$ cat src/hdl/sss_consts.svh
// sss_consts.svh: offsets, field positions, reset values and timing for the serial slave
// assumes: included by sss_pkg by bare name; the slave module sees its macros through it
`ifndef SSS_CONSTS_SVH
`define SSS_CONSTS_SVH

// clock rate and printed times
`define SSS_MCLK_KHZ 50000
`define SSS_TIMEOUT_MS 35
`define SSS_CONV_MS 125
`define SSS_WRITE_MS 5
`define SSS_CNT_W 23

// address fields (7-bit addresses)
`define SSS_FIX_MEM 4'hA
`define SSS_FIX_PROT 4'h6
`define SSS_FIX_TS 4'h3
`define SSS_ARA_ADDR 7'h0C

// pointer and bus option register
`define SSS_PTR_RESET 8'h00
`define SSS_PTR_BUSOPT 8'h22
`define SSS_BUSOPT_RESET 8'h21
`define SSS_BUSOPT_TO_DIS 7
`define SSS_BUSOPT_ARA_DIS 0

// eeprom geometry
`define SSS_PAGE_BYTES 16
`define SSS_MEM_BYTES 256
`define SSS_LOWER_BIT 7

`endif

$ cat src/hdl/sss_pkg.sv
// sss_pkg: types shared by the serial slave
// assumes: sss_consts.svh on the include path
package sss_pkg;
`include "sss_consts.svh"

    // pins after synchronising, scl first
    typedef struct packed {
        logic scl;
        logic sda;
        logic ov;
        logic [2:0] sel;
    } sss_pins_s;

    typedef enum logic [5:0] {
        ST_IDLE = 6'h01,
        ST_RX = 6'h02,
        ST_ACKW = 6'h04,
        ST_ACK = 6'h08,
        ST_TX = 6'h10,
        ST_HACK = 6'h20
    } sss_state_e;

    typedef enum logic [1:0] {TG_MEM, TG_TS, TG_PROT, TG_ARA} sss_tgt_e;

    // permanent_protect_cmd, reversible_protect_cmd, clear_reversible_protect_cmd
    typedef enum logic [1:0] {PC_PERM, PC_REV, PC_CLEAR} sss_pcmd_e;

    typedef struct packed {
        sss_pins_s pm;
        sss_pins_s ps;
        logic scl_d;
        logic sda_d;
        sss_state_e st;
        logic [7:0] sh;
        logic [3:0] bitc;
        logic [2:0] byte_n;
        sss_tgt_e tgt;
        sss_pcmd_e pcmd;
        logic rw;
        logic ack;
        logic rd_lo;
        logic [7:0] mem_addr;
        logic [7:0] ptr;
        logic [7:0] busopt;
        logic [15:0] rdw;
        logic [7:0] hi;
        logic [15:0][7:0] pbuf;
        logic [15:0] pmask;
        logic wr_pend;
        logic prot_pend;
        logic busy;
        logic [`SSS_CNT_W-1:0] busy_cnt;
        logic [`SSS_CNT_W-1:0] to_cnt;
        logic [`SSS_CNT_W-1:0] conv_cnt;
        logic conv_tick;
        logic commit;
        logic reversible_protect_cmd;
        logic permanent_protect_cmd;
        logic reg_we;
        logic [15:0] reg_wdata;
        logic ev_clr;
        logic sda_oe;
    } sss_core_s;
endpackage

$ cat src/hdl/sss_serial_slave.sv
// sss_serial_slave: two-wire slave for the sensor registers, the 256-byte eeprom and
// its lower-half write protection, with bus timeout and alert response.
// assumes: sensor register file and event logic on mclk outside; bus pins asynchronous.
//
// Behaviour
// - timeout enabled: scl low over 35 ms sends state machine idle, releases sda
// - timeout on after reset; bus option bit 7 set disables it
// - scl is only sampled, never driven or stretched
// - alert address acked only in interrupt mode with polarity bit zero
// - alert reply arbitrates bitwise; winner finishes then releases event output
// - alert support off after reset; bus option bit 0 cleared enables it
// - pointer resets to 00h and holds last written value
// - register writes: address, pointer, then exactly two data bytes
// - bytes go msb first; read end accepts ack or nack
// - a new temperature value is latched every 125 ms
// - eeprom written as single bytes, partial or full 16-byte pages
// - byte write acked three times; stop starts the internal write
// - address high nibble is page, low nibble wraps within page
// - while writing internally, every address is left unacknowledged
// - 1010b selects memory, 0110b protection; low bits match select pins
// - protection set/clear need overvoltage with given pins; permanent needs match
// - protection state is kept outside in nonvolatile cells
// - protection encodings write with r/w zero, read status with r/w one
// - ack needs full address match, byte bit 1 ignored for set/clear; no protection command after permanent
// - protected lower half: data byte nacked, no write cycle
// - current address read returns next byte, wraps whole memory
`timescale 1ns/100ps

module sss_serial_slave
    import sss_pkg::*;
#(
    parameter int unsigned TIMEOUT_CYC = `SSS_TIMEOUT_MS * `SSS_MCLK_KHZ,
    parameter int unsigned CONV_CYC = `SSS_CONV_MS * `SSS_MCLK_KHZ,
    parameter int unsigned WRITE_CYC = `SSS_WRITE_MS * `SSS_MCLK_KHZ
) (
    input wire logic mclk,
    input wire logic rst,
    input wire logic scl_pin,
    input wire logic sda_pin_in,
    output logic sda_pin_out,
    output logic sda_pin_oe,
    input wire logic select_pin_low,
    input wire logic select_pin_mid,
    input wire logic select_pin_high,
    input wire logic overvoltage_detect,
    input wire logic ev_int_mode,
    input wire logic ev_pol_high,
    input wire logic ev_asserted,
    input wire logic [15:0] reg_rdata,
    input wire logic nv_rwp,
    input wire logic nv_pwp,
    output logic [7:0] reg_ptr,
    output logic [15:0] reg_wdata,
    output logic reg_we,
    output logic temp_latch,
    output logic event_clear,
    output logic prot_rwp,
    output logic prot_pwp,
    output logic write_busy
);

    localparam logic [`SSS_CNT_W-1:0] TO_LIM = `SSS_CNT_W'(TIMEOUT_CYC);
    localparam logic [`SSS_CNT_W-1:0] CONV_LIM = `SSS_CNT_W'(CONV_CYC - 1);
    localparam logic [`SSS_CNT_W-1:0] WR_LIM = `SSS_CNT_W'(WRITE_CYC - 1);

    sss_core_s s;
    sss_core_s n;
    sss_pins_s pins_in;
    logic [7:0] mem [0:`SSS_MEM_BYTES-1];
    logic [7:0] mem_q;
    logic [7:0] tx_next;
    logic [7:0] rx;
    logic load;
    logic rise;
    logic fall;

    // byte to put on the bus for the current read target
    function automatic logic [7:0] tx_byte(sss_tgt_e t, logic lo, logic [15:0] w,
                                           logic [7:0] m, logic [2:0] sel);
        case (t)
            TG_MEM: tx_byte = m;
            TG_TS: tx_byte = lo ? w[7:0] : w[15:8];
            TG_ARA: tx_byte = {`SSS_FIX_TS, sel, 1'b0};
            default: tx_byte = 8'hFF; // status reads leave sda released
        endcase
    endfunction

    assign pins_in = {scl_pin, sda_pin_in, overvoltage_detect,
                      select_pin_high, select_pin_mid, select_pin_low};
    assign mem_q = mem[s.mem_addr];
    assign tx_next = tx_byte(s.tgt, s.rd_lo, s.rdw, mem_q, s.ps.sel);
    assign rx = {s.sh[6:0], s.ps.sda};
    // edges from second stage only; first stage feeds nothing else
    assign rise = s.ps.scl & ~s.scl_d;
    assign fall = ~s.ps.scl & s.scl_d;

    // whole next-state logic
    always_comb begin
        n = s;
        load = 1'b0;
        n.reg_we = 1'b0;
        n.ev_clr = 1'b0;
        n.conv_tick = 1'b0;
        n.commit = 1'b0;
        n.pm = pins_in;
        n.ps = s.pm;
        n.scl_d = s.ps.scl;
        n.sda_d = s.ps.sda;

        // conversion period marker
        if (s.conv_cnt == CONV_LIM) begin
            n.conv_cnt = '0;
            n.conv_tick = 1'b1;
        end else begin
            n.conv_cnt = s.conv_cnt + 1'b1;
        end

        // scl low time, saturating at the limit
        if (s.ps.scl) begin
            n.to_cnt = '0;
        end else if (s.to_cnt != TO_LIM) begin
            n.to_cnt = s.to_cnt + 1'b1;
        end

        // internal write cycle; results land only when it ends
        if (s.busy) begin
            if (s.busy_cnt == WR_LIM) begin
                n.busy = 1'b0;
                if (s.prot_pend) begin
                    n.prot_pend = 1'b0;
                    case (s.pcmd)
                        PC_PERM: n.permanent_protect_cmd = 1'b1;
                        PC_REV: n.reversible_protect_cmd = 1'b1;
                        default: n.reversible_protect_cmd = 1'b0;
                    endcase
                end else begin
                    n.commit = 1'b1;
                    n.wr_pend = 1'b0;
                end
            end else begin
                n.busy_cnt = s.busy_cnt + 1'b1;
            end
        end

        case (s.st)
            ST_RX: begin
                if (rise) begin
                    n.sh = rx;
                    n.bitc = s.bitc + 1'b1;
                    if (s.bitc == 4'h7) begin
                        n.st = ST_ACKW;
                        n.ack = 1'b1;
                        n.byte_n = (s.byte_n == 3'h7) ? s.byte_n : s.byte_n + 1'b1;
                        if (s.byte_n == 3'h0) begin
                            // address decode
                            n.rw = rx[0];
                            n.ack = 1'b0;
                            n.rd_lo = 1'b0;
                            if (s.busy) begin
                                n.ack = 1'b0;
                            end else if (rx[7:1] == {`SSS_FIX_MEM, s.ps.sel} && !s.ps.ov) begin
                                n.tgt = TG_MEM;
                                n.ack = 1'b1;
                            end else if (rx[7:1] == {`SSS_FIX_TS, s.ps.sel} && !s.ps.ov) begin
                                n.tgt = TG_TS;
                                n.ack = 1'b1;
                                // frozen so a conversion mid-read cannot tear it
                                n.rdw = (s.ptr == `SSS_PTR_BUSOPT) ? {8'h00, s.busopt}
                                                                    : reg_rdata;
                            end else if (rx[7:1] == `SSS_ARA_ADDR && rx[0]
                                         && !s.busopt[`SSS_BUSOPT_ARA_DIS]
                                         && ev_int_mode && !ev_pol_high && ev_asserted) begin
                                n.tgt = TG_ARA;
                                n.ack = 1'b1;
                            end else if (rx[7:4] == `SSS_FIX_PROT && !s.permanent_protect_cmd) begin
                                n.tgt = TG_PROT;
                                if (s.ps.ov && s.ps.sel[2:1] == 2'b00 && rx[3:2] == 2'b00) begin
                                    n.pcmd = PC_REV;
                                    n.ack = !s.reversible_protect_cmd;
                                end else if (s.ps.ov && s.ps.sel[2:1] == 2'b01
                                             && rx[3:2] == 2'b01) begin
                                    n.pcmd = PC_CLEAR;
                                    n.ack = 1'b1;
                                end else if (!s.ps.ov && rx[3:1] == s.ps.sel) begin
                                    n.pcmd = PC_PERM;
                                    n.ack = 1'b1;
                                end
                            end
                        end else if (s.tgt == TG_MEM) begin
                            if (s.byte_n == 3'h1) begin
                                n.mem_addr = rx;
                            end else if (!s.mem_addr[`SSS_LOWER_BIT] && (s.reversible_protect_cmd || s.permanent_protect_cmd)) begin
                                n.ack = 1'b0;
                            end else begin
                                n.pbuf[s.mem_addr[3:0]] = rx;
                                n.pmask[s.mem_addr[3:0]] = 1'b1;
                                // only the low nibble counts, so the page wraps
                                n.mem_addr = {s.mem_addr[7:4], s.mem_addr[3:0] + 4'h1};
                                n.wr_pend = 1'b1;
                            end
                        end else if (s.tgt == TG_TS) begin
                            if (s.byte_n == 3'h1) begin
                                n.ptr = rx;
                            end else if (s.byte_n == 3'h2) begin
                                n.hi = rx;
                            end else if (s.byte_n == 3'h3) begin
                                n.reg_we = 1'b1;
                                n.reg_wdata = {s.hi, rx};
                                if (s.ptr == `SSS_PTR_BUSOPT) begin
                                    n.busopt = rx;
                                end
                            end
                        end else if (s.tgt == TG_PROT && s.byte_n == 3'h2) begin
                            // clearing unprotected part acks, starts no cycle
                            n.prot_pend = (s.pcmd != PC_CLEAR) || s.reversible_protect_cmd;
                        end
                    end
                end
            end
            ST_ACKW: begin
                if (fall) begin
                    n.sda_oe = s.ack;
                    n.st = ST_ACK;
                end
            end
            ST_ACK: begin
                if (fall) begin
                    n.sda_oe = 1'b0;
                    if (!s.ack) begin
                        n.st = ST_IDLE;
                    end else if (s.rw) begin
                        load = 1'b1;
                    end else begin
                        n.st = ST_RX;
                        n.bitc = 4'h0;
                    end
                end
            end
            ST_TX: begin
                if (rise && s.tgt == TG_ARA && !s.sda_oe && !s.ps.sda) begin
                    n.st = ST_IDLE;
                end else if (fall) begin
                    if (s.bitc == 4'h8) begin
                        n.sda_oe = 1'b0;
                        n.st = ST_HACK;
                    end else begin
                        n.sda_oe = ~s.sh[7];
                        n.sh = {s.sh[6:0], 1'b0};
                        n.bitc = s.bitc + 1'b1;
                    end
                end
            end
            ST_HACK: begin
                if (rise) begin
                    n.ack = ~s.ps.sda;
                    if (s.tgt == TG_ARA) begin
                        n.ev_clr = 1'b1;
                    end
                end else if (fall) begin
                    if (s.ack && s.tgt != TG_ARA) begin
                        load = 1'b1;
                    end else begin
                        n.st = ST_IDLE;
                    end
                end
            end
            default: begin
            end
        endcase

        // next read byte; memory address runs over the whole array
        if (load) begin
            n.sh = {tx_next[6:0], 1'b0};
            n.sda_oe = ~tx_next[7];
            n.bitc = 4'h1;
            n.st = ST_TX;
            n.rd_lo = ~s.rd_lo;
            if (s.tgt == TG_MEM) begin
                n.mem_addr = s.mem_addr + 8'h01;
            end
        end

        // start: pending data is kept while a write cycle still needs it
        if (s.scl_d && s.ps.scl && s.sda_d && !s.ps.sda) begin
            n.st = ST_RX;
            n.bitc = 4'h0;
            n.byte_n = 3'h0;
            n.sda_oe = 1'b0;
            if (!s.busy) begin
                n.wr_pend = 1'b0;
                n.prot_pend = 1'b0;
                n.pmask = '0;
            end
        end

        // stop launches the internal write
        if (s.scl_d && s.ps.scl && !s.sda_d && s.ps.sda) begin
            n.st = ST_IDLE;
            n.sda_oe = 1'b0;
            if ((s.wr_pend || s.prot_pend) && !s.busy) begin
                n.busy = 1'b1;
                n.busy_cnt = '0;
            end
        end

        // bus hang guard
        if (!s.busopt[`SSS_BUSOPT_TO_DIS] && s.to_cnt == TO_LIM) begin
            n.st = ST_IDLE;
            n.sda_oe = 1'b0;
        end
    end

    // state register; protection reloads from nonvolatile cells
    always_ff @(posedge mclk) begin
        if (rst) begin
            s <= '0;
            s.pm.scl <= 1'b1;
            s.pm.sda <= 1'b1;
            s.ps.scl <= 1'b1;
            s.ps.sda <= 1'b1;
            s.scl_d <= 1'b1;
            s.sda_d <= 1'b1;
            s.st <= ST_IDLE;
            s.ptr <= `SSS_PTR_RESET;
            s.busopt <= `SSS_BUSOPT_RESET;
            s.reversible_protect_cmd <= nv_rwp;
            s.permanent_protect_cmd <= nv_pwp;
        end else begin
            s <= n;
        end
    end

    // eeprom array, no reset; commit writes every loaded page byte
    always_ff @(posedge mclk) begin
        if (s.commit) begin
            for (int i = 0; i < `SSS_PAGE_BYTES; i++) begin
                if (s.pmask[i]) begin
                    mem[{s.mem_addr[7:4], 4'(i)}] <= s.pbuf[i];
                end
            end
        end
    end

    // open drain: line only ever pulled low
    assign sda_pin_out = 1'b0;
    assign sda_pin_oe = s.sda_oe;
    assign reg_ptr = s.ptr;
    assign reg_wdata = s.reg_wdata;
    assign reg_we = s.reg_we;
    assign temp_latch = s.conv_tick;
    assign event_clear = s.ev_clr;
    assign prot_rwp = s.reversible_protect_cmd;
    assign prot_pwp = s.permanent_protect_cmd;
    assign write_busy = s.busy;

endmodule

$ cat config.mk
export PLATFORM = sky130hd
export DESIGN_NAME = sss_serial_slave
export DESIGN_NICKNAME = d
export VERILOG_FILES = /design/src/hdl/sss_pkg.sv /design/src/hdl/sss_serial_slave.sv
export VERILOG_INCLUDE_DIRS = /design/src /design/src/hdl
export SDC_FILE = /design/constraint.sdc
export NUM_CORES = 2
export LEC_CHECK = 0
export BUFFER_PORTS_ARGS = -buffer_cell sky130_fd_sc_hd__buf_2
export CAP_MARGIN = 20
export CORE_MARGIN = 5
export CORE_UTILIZATION = 59
export DETAILED_ROUTE_END_ITERATION = 6
export MAX_ROUTING_LAYER = met4
export PLACE_DENSITY = 0.75
export SLEW_MARGIN = 20
export SYNTH_ARGS = -nofsm -noshare
export SYNTH_HDL_FRONTEND = slang
export SYNTH_SLANG_ARGS = --single-unit
$ cat constraint.sdc
create_clock -name mclk -period 3.9 [get_ports mclk]
set_input_delay 1.17 -clock mclk [delete_from_list [all_inputs] [get_ports mclk]]
set_output_delay 1.17 -clock mclk [all_outputs]
set_load 0.05 [all_outputs]
### Word-level counts from Yosys, hierarchy flattened

Memories as Yosys holds them, arrays and structs flattened. A register that Yosys moved wholly into a read port is not among the register bits.
Index checks and enable logic that the tools add are counted.

| cells by class | value |
|---|---|
| equality and inequality tests | 71 |
| mux-type cells | 182 |
| reductions and logical operators | 98 |
| divide/modulo/power cells | 0 |
| multiply operators | 0 |
| bitwise operators | 25 |
| shift operators | 0 |
| order comparisons | 2 |
| add/subtract/negate cells | 7 |

Operators by type and width:

| cell | number |
|---|---|
| 145-bit two-way mux | 3 |
| 222-bit two-way mux | 1 |
| 204-bit two-way mux | 1 |
| 195-bit two-way mux | 1 |
| 17-bit two-way mux | 10 |
| 154-bit two-way mux | 1 |
| 128-bit bitwise mux | 1 |
| 8-bit two-way mux | 15 |
| 16-bit two-way mux | 7 |
| 1-bit two-way mux | 88 |
| 24-bit two-way mux | 3 |
| 23-bit by 1-bit adder with 23-bit output (second input constant) | 3 |
| 6-bit two-way mux | 10 |
| 18-bit two-way mux | 3 |
| 3-bit inequality test (second input constant) | 15 |
| 4-bit inequality test (second input constant) | 10 |
| 11-bit AND reduction | 3 |
| 8-bit demux with 4-bit select | 1 |
| 2-bit inequality test (second input constant) | 16 |
| 6-bit case mux with 5 select lines | 1 |
| 1-bit logical AND | 27 |
| 2-bit two-way mux | 13 |
| 26-bit two-way mux | 1 |
| 12-bit two-way mux | 2 |
| 64 further kinds | 149 |

| word-level totals | value |
|---|---|
| register bits | 329 |
| bits in writable memories | 2048 |
| input port bits | 29 |
| memory bits (read-only) | 0 |
| latch bits | 0 |
| memories kept | 1 |

Memories:

| memory | words | bits a word | rd ports | clocked after memory_dff | write ports | RTL line | source |
|---|---|---|---|---|---|---|---|
| mem | 256 | 8 | 1 | 1 | 16 | sss_serial_slave.sv:69 | `` logic [7:0] mem [0:`SSS_MEM_BYTES-1]; `` |

### Longest topological paths before layout

| logic depth | value |
|---|---|
| depth in word-level cells | 17 |
| depth in mapped cells | 13 |
| mapped depth without buffers | 10 |

### Worst setup path before layout

OpenSTA, ideal clock, no wires.

| timing path | value |
|---|---|
| kind | reg2reg |
| start | reg, netlist name s[279] |
| end | reg s[308] (netlist bit) |
| setup time | 0.122 ns |
| required time | 3.778 ns |
| stages on the path, launching flop included | 11 |
| period minus slack after synthesis | 2.820 ns |
| slack | 1.080 ns |
| data arrival time | 2.698 ns |
| path through | dfxtp_1 buf_6 buf_6 buf_2 buf_4 mux4_2 mux4_2 a21oi_1 nand2_1 a311oi_1 nor2_1 |

RTL lines:

| item | RTL line | source |
|---|---|---|
| end signal: assignment | sss_serial_slave.sv:329 | `s <= n;` |
| end: declaration | sss_serial_slave.sv:66 | `sss_core_s s;` |

==> metrics.yaml <==
synth:
  ys_types: 82
  synthFlopType: "edfxtp_1"
  avgSynthCellArea_um2: 18.1
  seq_area_frac_synth_pct: 73.2
  async_reset_ff_share_pct: 0
  syn-instance-count: 5129
  yosysTopAreaCell: "edfxtp_1"
  ys_seq_elements: 2377
  synth_fp_nets: 5174
  syn_area_um2: 93100
  synth_commonest_cells: "edfxtp_1 (2,050), mux4_2 (574), nor2_1 (452), dfxtp_1 (327), nand2_1 (278)"
  yosysMostFrequentCell: "edfxtp_1"
  yosysTopAreaCellShare_pct: 66.1
  yosys-top-cells-area: "edfxtp_1 (66%), mux4_2 (14%), dfxtp_1 (7.0%)"
  synth_edf_count: 2050
  ys.warnings.count: 0
sta:
  skew_ns: 0.0545
  setup_ws_ns: -0.00274
  max_freq_mhz: 256
  finalCriticalPeriod_ns: 3.90
  finalCritPeriodShare_pct: 100
  holdWs_ns: 0.410
  max_slew_margin_pct: 11.3
  hold_violations: 0
  drv_slew: 0
  finalSetupViolCount: 1
  tightestPinTransition_ns: 1.33
  rsz0062_at_grt: "no"
cts:
  cts.sinks: 2377
  cts_hold_buf: 0
  cts_buffers: 220
  cts_tree: "yes"
  cts_setup_buffers: 0
  ctsRootBufferMaster: "clkbuf_16"
  clkTransAtPathRegs_ns: 0.06
  cts_buffer_depth: 3
  insertion_delay_ns: 0.87
  cts_max_level: 4
power:
  p_leak_uw: 0.0342
  irDropWorstVdd_mv: 0.426
  powerDensity_nw_per_um2: 468
finish:
  syn2layout_area_growth_pct: 14.4
  drive_above_1_share_pct: 27.7
  final_util_pct: 68.0
  nFillCells: 9873
  nets: 5665
worst_setup_path:
  crit_path_top_delay_cell: "dfxtp_4"
  critPathRequiredTime_ns: 4.60
  crit_top_cell: "buf_4"
  critical-path-max-stage-delay_ns: 0.74
  path_cells: "buf_12, and2_1, buf_4, a22oi_1, a22oi_1, buf_4, o22a_1, a41oi_1, a211oi_1, buf_4, a311o_1, a31oi_1"
  regToRegSetupSlack_ns: -0.003
  critPathTopFamily: "compound AO/OA/AOI/OAI gates"
  crit_path_end_kind: "flop"
  criticalPathCategory: "flop to flop"
  cp.arrival_ns: 4.60
  rr_worst_depth: 12
  r2r_end: "rx[7]"
  cp-start-kind: "flop"
  worst-path-stages: 12
  worstPathMaxFanout: 19
  r2r_start: "s[280]"
  critPathBufInv: 4
detailed_routing:
  drtIter0Drc: 11600
  wl_per_cell_um: 45.8
  vias: 57900
  wirelength_um: 363000
  vias_per_cell: 7.29
  drtPass1Iterations: 7
  ant_nets: 0
  drc_errors: 21
placement:
  io_buffers: 59
  gp_congestion: 1.13
  dpl.hpwl_um: 252000
  place_ws_ns: -0.00384
status:
  outcome: "finished, violations left"
  violations: "design-rule violations, negative setup slack"
hold_path:
  hp-start: "n[321]"
  hp-class: "flop to flop"
  holdPathStages: 1
  hold_end: "n[315]"
floorplanning:
  core_area_um2: 157000
  start_util_pct: 59.5
  rows: 145
  dieArea_um2: 166000
  die_w_um: 407
  io_pins: 61
  die_h_um: 407
grt:
  grt_pass1_vias: 53600
  grt-ovfl-total: 0
  antenna_found_initial: 70
  grt_max_degree: 87
  grt_usage_pct: 44.9
  grt_pass1_wl_um: 482000
run:
  cap_violations: 0
[kinds of logic (layout without fill, tap and decap cells)]
logic type	Yosys count	count (layout)	share of synthesized area, %
flip-flops	2377	2377	73.2
AND/OR/NAND/NOR	1148	1148	5.61
AO/OA/AOI/OAI	418	418	2.82
adder cells (fa/ha/maj)	16	16	0.215
other	1	63	0.00403
buffers and inverters	379	1067	2.02
XOR/XNOR	60	60	0.565
multiplexers	730	730	15.6
[per-layer routing]
metal	routed length, um	up-vias	track usage, %
met5	0	-	-
met2	152000	6142	60.5
met3	68100	997	21.1
met1	118000	29300	57.1
li1	-	21400	-
met4	24900	0	23.3
[where the power goes]
part	switching, uW	total, uW	internal (uW)
Clock	9830	22500	12700
Sequential	14.8	27200	27200
Combinational	108	145	36.9
[per-stage QoR]
step	total power [uW]	cell area, um2	TNS (ns)	instances
floorplan	27800	93100	0	5129
global placement	27900	98700	0	7455
global route	51000	106000	0	7915
finish	49900	106000	-0.00274	7937
detailed placement	27900	98700	-0.00384	7455
CTS	49800	106000	0	7874
[state kept, by name, indices dropped and copies added (netlist names), 7 cells and up, named ones only]
name	flops
mem	2048
n	8
reg_ptr	8
reg_wdata	16
rx	7
s	155
[worst max-delay path by stage]
stage                             to  slack [ns]    from
after detailed placement  sda_pin_oe      -0.004  s[279]
final                          rx[7]      -0.003  s[280]
after global routing           rx[7]        0.16  s[280]
after floorplan               s[308]        1.08  s[279]
after CTS                 sda_pin_oe        0.22  s[279]
after global placement    sda_pin_oe        0.06  s[279]
[cell usage in the layout (no fill, tap or decap), types with 43 or more instances in the layout]
| cell type | synthesis | layout |
|---|---|---|
| clkbuf_16 | 0 | 227 |
| clkinv_2 | 0 | 46 |
| diode_2 | 0 | 62 |
| a22oi_1 | 44 | 43 |
| mux2i_1 | 132 | 132 |
| buf_2 | 51 | 58 |
| nor2_1 | 452 | 447 |
| o21ai_0 | 43 | 43 |
| dfxtp_1 | 327 | 302 |
| nand2_1 | 278 | 278 |
| edfxtp_1 | 2050 | 2050 |
| a21oi_1 | 194 | 194 |
| mux4_2 | 574 | 574 |
| nand3_1 | 176 | 176 |
| buf_4 | 54 | 523 |
[what timing repair did]
| item | 4_1_cts | 5_1_grt |
|---|---|---|
| resized for setup | 1 | 0 |
| endpoints found under the setup margin | 1 | 0 |
| endpoints found under the hold margin | 0 | 0 |
[area by class of cell]
type / count / area [um2] / share of cell area [%]
Sequential cell: 2377 / 68100 / 64.0
Multi-Input combinational cell: 2373 / 23100 / 21.7
Clock buffer: 275 / 5950 / 5.59
Timing Repair Buffer: 610 / 4800 / 4.50
Tap cell: 2058 / 2570 / 2.42
Clock inverter: 144 / 1590 / 1.49
Antenna cell: 62 / 155 / 0.146
Inverter: 38 / 143 / 0.134
(Power assumes the default switching activity.)
